$ cat src/verilog/spg_map.svh
`ifndef SPG_MAP_SVH
`define SPG_MAP_SVH
`define SPG_ADDR_MUX_A 16'h7090
`define SPG_ADDR_MUX_B 16'h7092
`define SPG_ADDR_PORT_A 16'h7098
`define SPG_ADDR_PORT_B 16'h709A
`define SPG_ADDR_PORT_C 16'h709C
`define SPG_ADDR_PORT_D 16'h709E
`define SPG_DATA_LSB 0
`define SPG_DIR_LSB 8
`define SPG_MUX_B_INVERT 16'h0103
`define SPG_MUX_B_USED 16'h03FF
`define SPG_RESET_VALUE 16'h0000
`endif

$ cat src/verilog/spg_pkg.sv
package spg_pkg;
  typedef logic [15:0] spg_word_t;
  typedef logic [7:0] spg_byte_t;
endpackage : spg_pkg

$ cat src/verilog/spg_port.sv
`timescale 1ns/100ps
`include "spg_map.svh"
// one 8-pin port: data/direction register, pin synchroniser and ownership mux
module spg_port
  import spg_pkg::*;
#(
  parameter int WIDTH = 8
)
(
  // clock and reset
  input wire logic clk,
  input wire logic rst,
  // register access
  input wire logic wr_en,
  input wire spg_pkg::spg_word_t wr_data,
  output spg_pkg::spg_word_t rd_value,
  // ownership: 1 means general-purpose I/O owns the pin
  input wire logic [WIDTH-1:0] gpio_own,
  // peripheral side
  input wire logic [WIDTH-1:0] periph_out,
  input wire logic [WIDTH-1:0] periph_oe,
  output logic [WIDTH-1:0] periph_in,
  // pins
  input wire logic [WIDTH-1:0] pin_in,
  output logic [WIDTH-1:0] pin_out,
  output logic [WIDTH-1:0] pin_oe
);
  import spg_pkg::*;

  logic [WIDTH-1:0] data_q;
  logic [WIDTH-1:0] data_d;
  logic [WIDTH-1:0] dir_q;
  logic [WIDTH-1:0] dir_d;
  logic [WIDTH-1:0] s1_q;
  logic [WIDTH-1:0] s2_q;
  logic [WIDTH-1:0] s3_q;
  logic [WIDTH-1:0] pin_state_q;
  logic [WIDTH-1:0] agree;
  logic [WIDTH-1:0] gpio_drive;
  logic [WIDTH-1:0] read_data;

  assign data_d = wr_en ? wr_data[`SPG_DATA_LSB +: WIDTH] : data_q;
  assign dir_d = wr_en ? wr_data[`SPG_DIR_LSB +: WIDTH] : dir_q;
  assign agree = ~(s2_q ^ s3_q);
  assign gpio_drive = gpio_own & dir_q;
  assign pin_out = (gpio_own & data_q) | (~gpio_own & periph_out);
  assign pin_oe = gpio_drive | (~gpio_own & periph_oe);
  // peripheral keeps seeing the pin even when GPIO owns it; harmless for inputs
  assign periph_in = pin_state_q;
  // input pins read the filtered pin level, outputs read the stored bit
  assign read_data = (dir_q & data_q) | (~dir_q & pin_state_q);

  always_ff @(posedge clk)
  begin
    if (rst)
    begin
      data_q <= '0;
      dir_q <= '0;
      s1_q <= '0;
      s2_q <= '0;
      s3_q <= '0;
      pin_state_q <= '0;
      rd_value <= '0;
    end
    else
    begin
      data_q <= data_d;
      dir_q <= dir_d;
      s1_q <= pin_in;
      s2_q <= s1_q;
      s3_q <= s2_q;
      pin_state_q <= (agree & s3_q) | (~agree & pin_state_q);
      rd_value <= '0;
      rd_value[`SPG_DATA_LSB +: WIDTH] <= read_data;
      rd_value[`SPG_DIR_LSB +: WIDTH] <= dir_q;
    end
  end
endmodule : spg_port

$ cat src/verilog/spg_gpio_mux.sv
`timescale 1ns/100ps
`include "spg_map.svh"
// shared-pin GPIO multiplexer, ports A to D, on the core data bus
module spg_gpio_mux
  import spg_pkg::*;
#(
  // 1 builds the larger package with dedicated port D pins 2-7
  parameter bit LARGE_PACKAGE = 1'b1
)
(
  // clock and reset
  input wire logic clk,
  input wire logic rst,
  // core data-space access, read data valid the cycle after rd_en
  input wire spg_pkg::spg_word_t addr,
  input wire logic wr_en,
  input wire logic rd_en,
  input wire spg_pkg::spg_word_t wr_data,
  output spg_pkg::spg_word_t rd_data,
  output logic rd_hit,
  // peripheral functions, bits 0-15 belong to select A bits 0-15, bits 16-25 to select B bits 0-9
  input wire logic [31:0] periph_out,
  input wire logic [31:0] periph_oe,
  output logic [31:0] periph_in,
  // pins: A[7:0], B[15:8], C[23:16], D[31:24]
  input wire logic [31:0] pin_in,
  output logic [31:0] pin_out,
  output logic [31:0] pin_oe
);
  import spg_pkg::*;

  spg_word_t mux_a_q;
  spg_word_t mux_b_q;
  spg_word_t mux_a_d;
  spg_word_t mux_b_d;
  spg_word_t rd_port [4];
  spg_word_t rd_sel;
  spg_word_t mux_b_norm;
  logic [31:0] gpio_own;
  logic [3:0] port_wr;
  logic sel_mux_a;
  logic sel_mux_b;
  logic [3:0] sel_port;
  logic [2:0] rd_src_q;
  logic rd_hit_q;
  logic [7:0] port_d_mask;
  logic wr_mux_a;
  logic wr_mux_b;
  logic sel_any;
  logic [2:0] rd_src_d;
  logic rd_hit_d;
  logic [7:0] port_d_out;
  logic [7:0] port_d_oe;
  spg_word_t rd_port_d;

  function automatic logic hit(input spg_word_t a, input spg_word_t base);
    hit = (a == base);
  endfunction : hit

  // priority from one-hot selects to a read-source code, 0 when nothing matches
  function automatic logic [2:0] read_code(input logic ma, input logic mb,
    input logic [3:0] pt);
    if (ma)
      read_code = 3'h1;
    else if (mb)
      read_code = 3'h2;
    else if (pt[0])
      read_code = 3'h4;
    else if (pt[1])
      read_code = 3'h5;
    else if (pt[2])
      read_code = 3'h6;
    else if (pt[3])
      read_code = 3'h7;
    else
      read_code = 3'h0;
  endfunction : read_code

  // address decode in data space
  assign sel_mux_a = hit(addr, `SPG_ADDR_MUX_A);
  assign sel_mux_b = hit(addr, `SPG_ADDR_MUX_B);
  assign sel_port[0] = hit(addr, `SPG_ADDR_PORT_A);
  assign sel_port[1] = hit(addr, `SPG_ADDR_PORT_B);
  assign sel_port[2] = hit(addr, `SPG_ADDR_PORT_C);
  assign sel_port[3] = hit(addr, `SPG_ADDR_PORT_D);
  assign port_wr = sel_port & {4{wr_en}};
  assign wr_mux_a = wr_en & sel_mux_a;
  assign wr_mux_b = wr_en & sel_mux_b;
  assign sel_any = sel_mux_a | sel_mux_b | (|sel_port);

  assign mux_a_d = wr_mux_a ? wr_data : mux_a_q;
  // bits 10-15 of select B have no pin and read zero
  assign mux_b_d = wr_mux_b ? (wr_data & `SPG_MUX_B_USED) : mux_b_q;
  // a read is answered one cycle later from the code latched here
  assign rd_src_d = rd_en ? read_code(sel_mux_a, sel_mux_b, sel_port) : 3'h0;
  assign rd_hit_d = rd_en & sel_any;

  // ownership: 1 = general-purpose I/O owns the pin
  assign gpio_own[15:0] = ~mux_a_q;
  // bring the reversed bits to the common 1 = peripheral sense first
  assign mux_b_norm = mux_b_q ^ `SPG_MUX_B_INVERT;
  assign gpio_own[23:16] = ~mux_b_norm[7:0];
  assign gpio_own[25:24] = ~mux_b_norm[9:8];
  // dedicated pins never hand over to a peripheral
  assign gpio_own[31:26] = 6'h3F;

  // small package: dedicated pins are absent, never driven, read zero
  assign port_d_mask = LARGE_PACKAGE ? 8'hFF : 8'h03;

  // port A: pins 0-7
  spg_port #(
    .WIDTH(8)
  ) u_port_a (
    .clk(clk),
    .rst(rst),
    .wr_en(port_wr[0]),
    .wr_data(wr_data),
    .rd_value(rd_port[0]),
    .gpio_own(gpio_own[7:0]),
    .periph_out(periph_out[7:0]),
    .periph_oe(periph_oe[7:0]),
    .periph_in(periph_in[7:0]),
    .pin_in(pin_in[7:0]),
    .pin_out(pin_out[7:0]),
    .pin_oe(pin_oe[7:0])
  );

  // port B: pins 8-15
  spg_port #(
    .WIDTH(8)
  ) u_port_b (
    .clk(clk),
    .rst(rst),
    .wr_en(port_wr[1]),
    .wr_data(wr_data),
    .rd_value(rd_port[1]),
    .gpio_own(gpio_own[15:8]),
    .periph_out(periph_out[15:8]),
    .periph_oe(periph_oe[15:8]),
    .periph_in(periph_in[15:8]),
    .pin_in(pin_in[15:8]),
    .pin_out(pin_out[15:8]),
    .pin_oe(pin_oe[15:8])
  );

  // port C: pins 16-23
  spg_port #(
    .WIDTH(8)
  ) u_port_c (
    .clk(clk),
    .rst(rst),
    .wr_en(port_wr[2]),
    .wr_data(wr_data),
    .rd_value(rd_port[2]),
    .gpio_own(gpio_own[23:16]),
    .periph_out(periph_out[23:16]),
    .periph_oe(periph_oe[23:16]),
    .periph_in(periph_in[23:16]),
    .pin_in(pin_in[23:16]),
    .pin_out(pin_out[23:16]),
    .pin_oe(pin_oe[23:16])
  );

  // port D: pins 24-31, the upper six only exist on the large package
  spg_port #(
    .WIDTH(8)
  ) u_port_d (
    .clk(clk),
    .rst(rst),
    .wr_en(port_wr[3]),
    .wr_data(wr_data),
    .rd_value(rd_port[3]),
    .gpio_own(gpio_own[31:24]),
    .periph_out(periph_out[31:24]),
    .periph_oe(periph_oe[31:24]),
    .periph_in(periph_in[31:24]),
    .pin_in(pin_in[31:24]),
    .pin_out(port_d_out),
    .pin_oe(port_d_oe)
  );

  // gating after the port keeps one port module for every package
  assign pin_out[31:24] = port_d_out & port_d_mask;
  assign pin_oe[31:24] = port_d_oe & port_d_mask;
  assign rd_port_d = rd_port[3] & {port_d_mask, port_d_mask};

  // read mux one cycle after rd_en; port registers already come from flops
  always_comb
  begin
    unique case (rd_src_q)
      3'h1: rd_sel = mux_a_q;
      3'h2: rd_sel = mux_b_q;
      3'h4: rd_sel = rd_port[0];
      3'h5: rd_sel = rd_port[1];
      3'h6: rd_sel = rd_port[2];
      3'h7: rd_sel = rd_port_d;
      default: rd_sel = '0;
    endcase
  end
  assign rd_data = rd_sel;
  assign rd_hit = rd_hit_q;

  always_ff @(posedge clk)
  begin
    if (rst)
    begin
      mux_a_q <= `SPG_RESET_VALUE;
      mux_b_q <= `SPG_RESET_VALUE;
      rd_src_q <= 3'h0;
      rd_hit_q <= 1'b0;
    end
    else
    begin
      mux_a_q <= mux_a_d;
      mux_b_q <= mux_b_d;
      // both read outputs come from flops and stand for exactly one cycle
      rd_hit_q <= rd_hit_d;
      rd_src_q <= rd_src_d;
    end
  end
endmodule : spg_gpio_mux

$ cat config.mk
export PLATFORM = sky130hd
export DESIGN_NAME = spg_gpio_mux
export DESIGN_NICKNAME = d
export VERILOG_FILES = /design/src/verilog/spg_pkg.sv /design/src/verilog/spg_port.sv /design/src/verilog/spg_gpio_mux.sv
export VERILOG_INCLUDE_DIRS = /design/src /design/src/verilog
export SDC_FILE = /design/constraint.sdc
export NUM_CORES = 1
export LEC_CHECK = 0
export CAP_MARGIN = 15
export CORE_MARGIN = 5
export CORE_UTILIZATION = 55
export CTS_CLUSTER_SIZE = 16
export DETAILED_ROUTE_END_ITERATION = 10
export DONT_BUFFER_PORTS = 1
export GPL_TIMING_DRIVEN = 0
export PLACE_DENSITY_LB_ADDON = 0.2
export SLEW_MARGIN = 10
export SYNTH_ARGS = -nofsm -noshare
export SYNTH_HDL_FRONTEND = slang
export SYNTH_HIERARCHICAL = 1
export SYNTH_SLANG_ARGS = --single-unit
export TNS_END_PERCENT = 1
$ cat constraint.sdc
create_clock -name clk -period 3.9 [get_ports clk]
set_clock_uncertainty 0.15 [all_clocks]
set_input_delay 0.78 -clock clk [delete_from_list [all_inputs] [get_ports clk]]
set_output_delay 0.78 -clock clk [all_outputs]
set_load 0.02 [all_outputs]
==> out/metrics.csv, run 1 <==
metric,value,unit
outcome,"complete, no violations",
share of cells above drive strength 1,0.167,
NetSw,1.24,mW
design area,12300,µm²
Top delay family on crit path,compound AO/OA/AOI/OAI gates,
share of power burned in registers,0.477,
"slowest stage delay, CP",0.77,ns
setup TNS,0,ns
clk sinks,286,
Startpoint Class,flip-flop,
Slew @ Worst Pin,1.03,ns
Post-synth ARST share,0,
Internal Pwr Total,5.01,mW
sequential cell area,5730,µm²
Gate power share,0.024,
width of the die,150,µm
library cells used by synthesis,39,
"EDFF count, synth",0,
input/output buffers,0,
Setup crit end kind,output port,
Post-Synthesis Cell Area,10800,µm²
Final Non-Filler Cells,1366,
Crit Path Class,reg2out,
clk buf depth,3,
placed cell area,11200,µm²
top-area cell type share of the netlist area,0.530,
"Slew Viols, Final",0,
Syn Area/Cell,10.4,µm²
TritonCTS clock tree,done,
synth top area cells,"dfxtp_1 53%, mux2i_1 8.9%, nor2b_1 7.5%, mux2_2 7.2%, nor2_1 3.5%",
highest clock rate,289,MHz
first-pass GRT wire length,43200,µm
CP max-delay cell,o21ai_0,
cell breakdown of the critical path,"buf_4, nor2b_1, clkbuf_2, buf_2, a22oi_1, o21ai_0",
most common cell in the netlist,dfxtp_1,
pin count of the biggest net entering global routing,15,
vias,7532,
top cell type by total area after synthesis,dfxtp_1,
synthesized flop and latch total,286,
# IOs,245,
Final ANT Viol Nets,0,
TritonCTS Buffers,29,
power share of the clock group,0.499,
"Req. time, crit path",2.97,ns
worst-skew pair later-pin latency,0.53,ns
Critical Path Fanout Max,10,
NumNets Final,1211,
Post-Syn Instances,1037,
drt pass-1 iters,4,
"Min Clock Period, post-route",3.47,ns
leakage,4.46,nW
Hold Slack,0.220,ns
Tot GR Track Use,0.254,
total grt overflow,0,
Iteration-0 DRC Markers,538,
post-CTS sizing,0,
sequential-to-total area share from yosys stat,0.530,
hold_buf cts,0,
area occupied by multi-input gates,4540,µm²
full die area,22500,µm²
switching share of total power,0.198,
Core ar.,19400,µm²
worst min path class,in2reg,
Avg WL per Cell,21.5,µm
Fillers,1643,
H-tree depth,1,
worst endpoint data arrival time,2.54,ns
Cells after DPL,1313,
Final HPWL DP,21600,µm
initial core utilization,0.557,
Die H,150,µm
Row Count,51,
clock slew at reported path FFs,0.06,ns
root buf cell,clkbuf_16,
final hold vios,0,
global placer's final weighted congestion,0.936,
MaxCap Viol Count,0,
postcts setup bufs,0,
crit path buf inv count,3,
final worst path period share,0.889,
final wirelength,29300,µm
vias in the first global route,7214,
maximum vdd drop,0.000367,V
synthesis-to-layout area growth,13.6,%
drt drc,0,
"top cells by count, synth","286 x dfxtp_1, 130 x nor2b_1, 101 x nor2_1",
P per Cell Area,509,nW/µm²
top_reg_cell synth,dfxtp_1,
Slew HR,0.305,
via/cell ratio,5.51,
initial antenna violation count,1,
Final setup viols,0,
Yosys warning count,6,
RSZ-0062 raised after global routing,false,
[kinds of logic (layout without fill, tap and decap cells)]
logic type	count (synthesis)	after routing	synth area share
AOI/OAI and AO/OA	159	159	0.0798
other	1	13	0.000347
muxes	174	174	0.180
DFF	286	286	0.530
buffers and inverters	89	141	0.0528
and+or+nand+nor	328	328	0.157
[cells in the final DEF (no fill, tap or decap), types with 2 or more instances in the layout]
| cell | netlist | layout |
|---|---|---|
| mux4_2 | 9 | 9 |
| nor2b_1 | 130 | 130 |
| inv_1 | 25 | 25 |
| a221oi_1 | 5 | 5 |
| clkbuf_16 | 0 | 29 |
| dfxtp_1 | 286 | 286 |
| mux2_2 | 69 | 69 |
| clkinv_2 | 0 | 4 |
| buf_12 | 4 | 4 |
| bufinv_16 | 0 | 7 |
| buf_6 | 11 | 11 |
| buf_4 | 3 | 3 |
| a21boi_0 | 2 | 2 |
| a21o_1 | 5 | 5 |
| nor2_1 | 101 | 101 |
| nand2_1 | 53 | 53 |
| a221o_1 | 2 | 2 |
| o21ai_0 | 69 | 69 |
| clkbuf_1 | 10 | 12 |
| o21ai_1 | 2 | 2 |
| nor4_1 | 4 | 4 |
| a22oi_1 | 8 | 8 |
| conb_1 | 1 | 12 |
| nand4_1 | 27 | 27 |
| nand3_1 | 3 | 3 |
| clkbuf_8 | 4 | 13 |
| a21oi_1 | 66 | 66 |
| mux2i_1 | 96 | 96 |
| buf_2 | 29 | 29 |
[cell type report]
cell class | count | area share
flip-flops and latches | 286 | 0.467
multi-input cells | 673 | 0.370
clock buffers | 40 | 0.0699
plain buffers | 63 | 0.0385
well taps | 265 | 0.0270
clock inverters | 12 | 0.0194
inverters | 26 | 0.00795
diodes | 1 | 0.000204
[power by group through the flow]
stage	registers [mW]	logic, mW	clock network (mW)
CTS	2.98	0.152	3.16
global route	2.98	0.167	3.28
floorplan	3.04	0.121	0
global placement	3.04	0.150	0
finish	2.98	0.152	3.11
detailed placement	3.04	0.151	0
[worst reg2reg max path, stage by stage, from the launching register on]
cell     delay [ns]
dfxtp_1        0.53
o21ai_0        0.15
a21oi_1        0.15
[per-layer routing]
metal  global-route usage  share of wire  up-vias  wire, µm
met5                    0              0        -         0
met4               0.0755          0.028        0       819
met3               0.0629          0.091       56      2670
met2                0.409           0.46      308     13500
met1                0.340           0.42     3562     12300
li1                     -              -     3606         -
[per-stage QoR]
stage	power, mW	worst slack (ns)	utilization
2_1_floorplan	3.16	1.40	-
3_3_place_gp	3.19	0.787	0.576
3_5_place_dp	3.20	0.781	0.576
4_1_cts	6.29	0.448	0.632
5_1_grt	6.43	0.264	0.632
6_report	6.24	0.435	0.632
[path summary, 6_finish.rpt]
path              depth (start not counted)  slack, ns                to        startpoint
setup reg to reg                          2       2.85         flip-flop         flip-flop
setup / recovery                          6       0.43        rd_data[6]       rd_src_q[0]
hold reg to reg                           1       0.28  u_port_b/s2_q[1]  u_port_b/s1_q[1]
hold / removal                            1       0.22  u_port_a/s1_q[3]         pin_in[3]
(Power assumes the default switching activity.)
==> run 2, diff against run 1 <==
--- a/config.mk
+++ b/config.mk
@@ -6,7 +6,7 @@
 export SDC_FILE = /design/constraint.sdc
 export NUM_CORES = 1
 export LEC_CHECK = 0
-export CAP_MARGIN = 15
+export CAP_MARGIN = 20
 export CORE_MARGIN = 5
 export CORE_UTILIZATION = 55
 export CTS_CLUSTER_SIZE = 16
@@ -17,6 +17,5 @@
 export SLEW_MARGIN = 10
 export SYNTH_ARGS = -nofsm -noshare
 export SYNTH_HDL_FRONTEND = slang
-export SYNTH_HIERARCHICAL = 1
 export SYNTH_SLANG_ARGS = --single-unit
 export TNS_END_PERCENT = 1
==> out/metrics.csv, run 2 <==
metric,value,unit
RSZ-0062 raised after global routing,false,
sequential-to-total area share from yosys stat,0.538,
placed cell area,11000,µm²
outcome,"complete, no violations",
Crit Path Class,reg2out,
global placer's final weighted congestion,0.859,
synthesized flop and latch total,286,
design area,11900,µm²
Hold Startpoint,pin_in[2],
top_reg_cell synth,dfxtp_1,
hold_buf cts,0,
initial antenna violation count,0,
full die area,22200,µm²
input/output buffers,0,
H-tree depth,1,
drt pass-1 iters,6,
top-area cell type share of the netlist area,0.538,
via/cell ratio,5.48,
vias,7096,
first-pass GRT wire length,42600,µm
"EDFF count, synth",0,
Final setup viols,0,
reg2reg setup slack,2.75,ns
Slew HR,0.430,
total grt overflow,0,
Iteration-0 DRC Markers,513,
Top delay family on crit path,buffers and inverters,
Hold Slack,0.223,ns
Row Count,50,
cell breakdown of the critical path,"clkbuf_1, buf_2, nor2b_2, a22oi_1, o21ai_0",
Tot GR Track Use,0.255,
pin count of the biggest net entering global routing,14,
worst min path class,in2reg,
"Slew Viols, Final",0,
Worst R2R Path Depth,2,
final wirelength,29000,µm
synthesis-to-layout area growth,12.2,%
"commonest cells after routing, fill and taps aside","286 x dfxtp_1, 123 x mux2i_1, 108 x nand2b_1, 99 x nor2b_1, 63 x mux2_2",
TritonCTS clock tree,done,
Final HPWL DP,20900,µm
root buf cell,clkbuf_16,
library cells used by synthesis,31,
maximum vdd drop,0.000418,V
Critical Path Fanout Max,10,
Post-Synthesis Cell Area,10600,µm²
Die H,149,µm
vias in the first global route,7121,
CP max-delay cell,o21ai_0,
width of the die,149,µm
hold depth,1,
Setup crit end kind,output port,
Core ar.,18900,µm²
leakage,5.21,nW
postcts setup bufs,0,
final worst path period share,0.969,
Post-Syn Instances,982,
Post-synth ARST share,0,
initial core utilization,0.563,
clk buf depth,3,
share of cells above drive strength 1,0.143,
Avg WL per Cell,22.4,µm
MaxCap Viol Count,0,
Hold Path Sink,u_port_a.s1_q[2],
final hold vios,0,
crit path buf inv count,2,
clock slew at reported path FFs,0.06,ns
"Req. time, crit path",2.97,ns
# IOs,245,
"slowest stage delay, CP",0.63,ns
Syn Area/Cell,10.8,µm²
Final ANT Viol Nets,0,
Slew @ Worst Pin,0.846,ns
setup TNS,0,ns
highest clock rate,265,MHz
"Min Clock Period, post-route",3.78,ns
TritonCTS Buffers,29,
top cell type by total area after synthesis,dfxtp_1,
Startpoint Class,flip-flop,
"most common cell after layout, fill and taps aside",dfxtp_1,
"top cells by count, synth","286 x dfxtp_1, 123 x mux2i_1, 108 x nand2b_1",
NumNets Final,1145,
worst-skew pair later-pin latency,0.53,ns
synth top area cells,"dfxtp_1 54%, mux2i_1 12%, mux2_2 6.7%, nand2b_1 6.4%, nor2b_1 5.9%",
most common cell in the netlist,dfxtp_1,
worst endpoint data arrival time,2.85,ns
P per Cell Area,498,nW/µm²
drt drc,0,
Yosys warning count,0,
clk sinks,286,
Syn Nets,1114,
-- run 2: logic make-up (layout without fill, tap and decap cells) --
logic type | after synthesis | after routing | share of synthesized area
simple gates | 311 | 311 | 0.168
flops | 286 | 286 | 0.538
mux | 196 | 196 | 0.204
compound gates | 99 | 99 | 0.0511
buf+inv | 90 | 141 | 0.0389
other cells | 0 | 1 | 0
-- run 2: power breakdown --
part	switching, mW	internal, mW	leakage (nW)	total, mW
combinational	0.0953	0.0537	2.41	0.149
sequential	0.0177	2.96	2.32	2.98
clock	1.11	1.70	0.478	2.81
-- run 2: cell type report --
cell class	instances	area [µm²]
Clock inverter	11	155
Inverter	33	124
Sequential cell	286	5730
Antenna cell	1	2.50
Fill cell	1574	6960
Multi-Input combinational cell	606	4500
Buffer	57	293
Tap cell	260	325
Clock buffer	40	807
-- run 2: what timing repair did --
action                                 in CTS  in global routing
resized for setup                           5                  2
endpoints found under the hold margin       0                  0
setup endpoints to repair                   5                  7
-- run 2: worst max path at each step --
stage                startpoint           to  slack, ns  cells past startpoint
floorplan           rd_src_q[0]  rd_data[10]       1.19                      5
global placement    rd_src_q[1]   rd_data[4]       0.09                      5
detailed placement  rd_src_q[1]   rd_data[2]       0.09                      5
CTS                 rd_src_q[0]  rd_data[12]       0.04                      5
global route        rd_src_q[1]   rd_data[9]       0.01                      5
finish              rd_src_q[1]   rd_data[9]       0.12                      5
-- run 2: per-stage QoR --
| step | instances | util | setup slack (ns) | power, mW |
|---|---|---|---|---|
| 2_1_floorplan | 982 | - | 1.19 | 3.14 |
| 3_3_place_gp | 1242 | 0.580 | 0.0862 | 3.19 |
| 3_5_place_dp | 1242 | 0.580 | 0.0862 | 3.19 |
| 4_1_cts | 1293 | 0.631 | 0.0362 | 5.96 |
| 5_1_grt | 1293 | 0.631 | 0.00988 | 6.11 |
| 6_report | 1294 | 0.631 | 0.120 | 5.94 |
-- run 2: layer usage --
layer,up-vias,GRT usage,share of wire
li1,3342,-,-
met1,3387,0.321,0.42
met2,304,0.426,0.46
met3,63,0.0711,0.091
met4,0,0.0838,0.031
met5,-,0,0
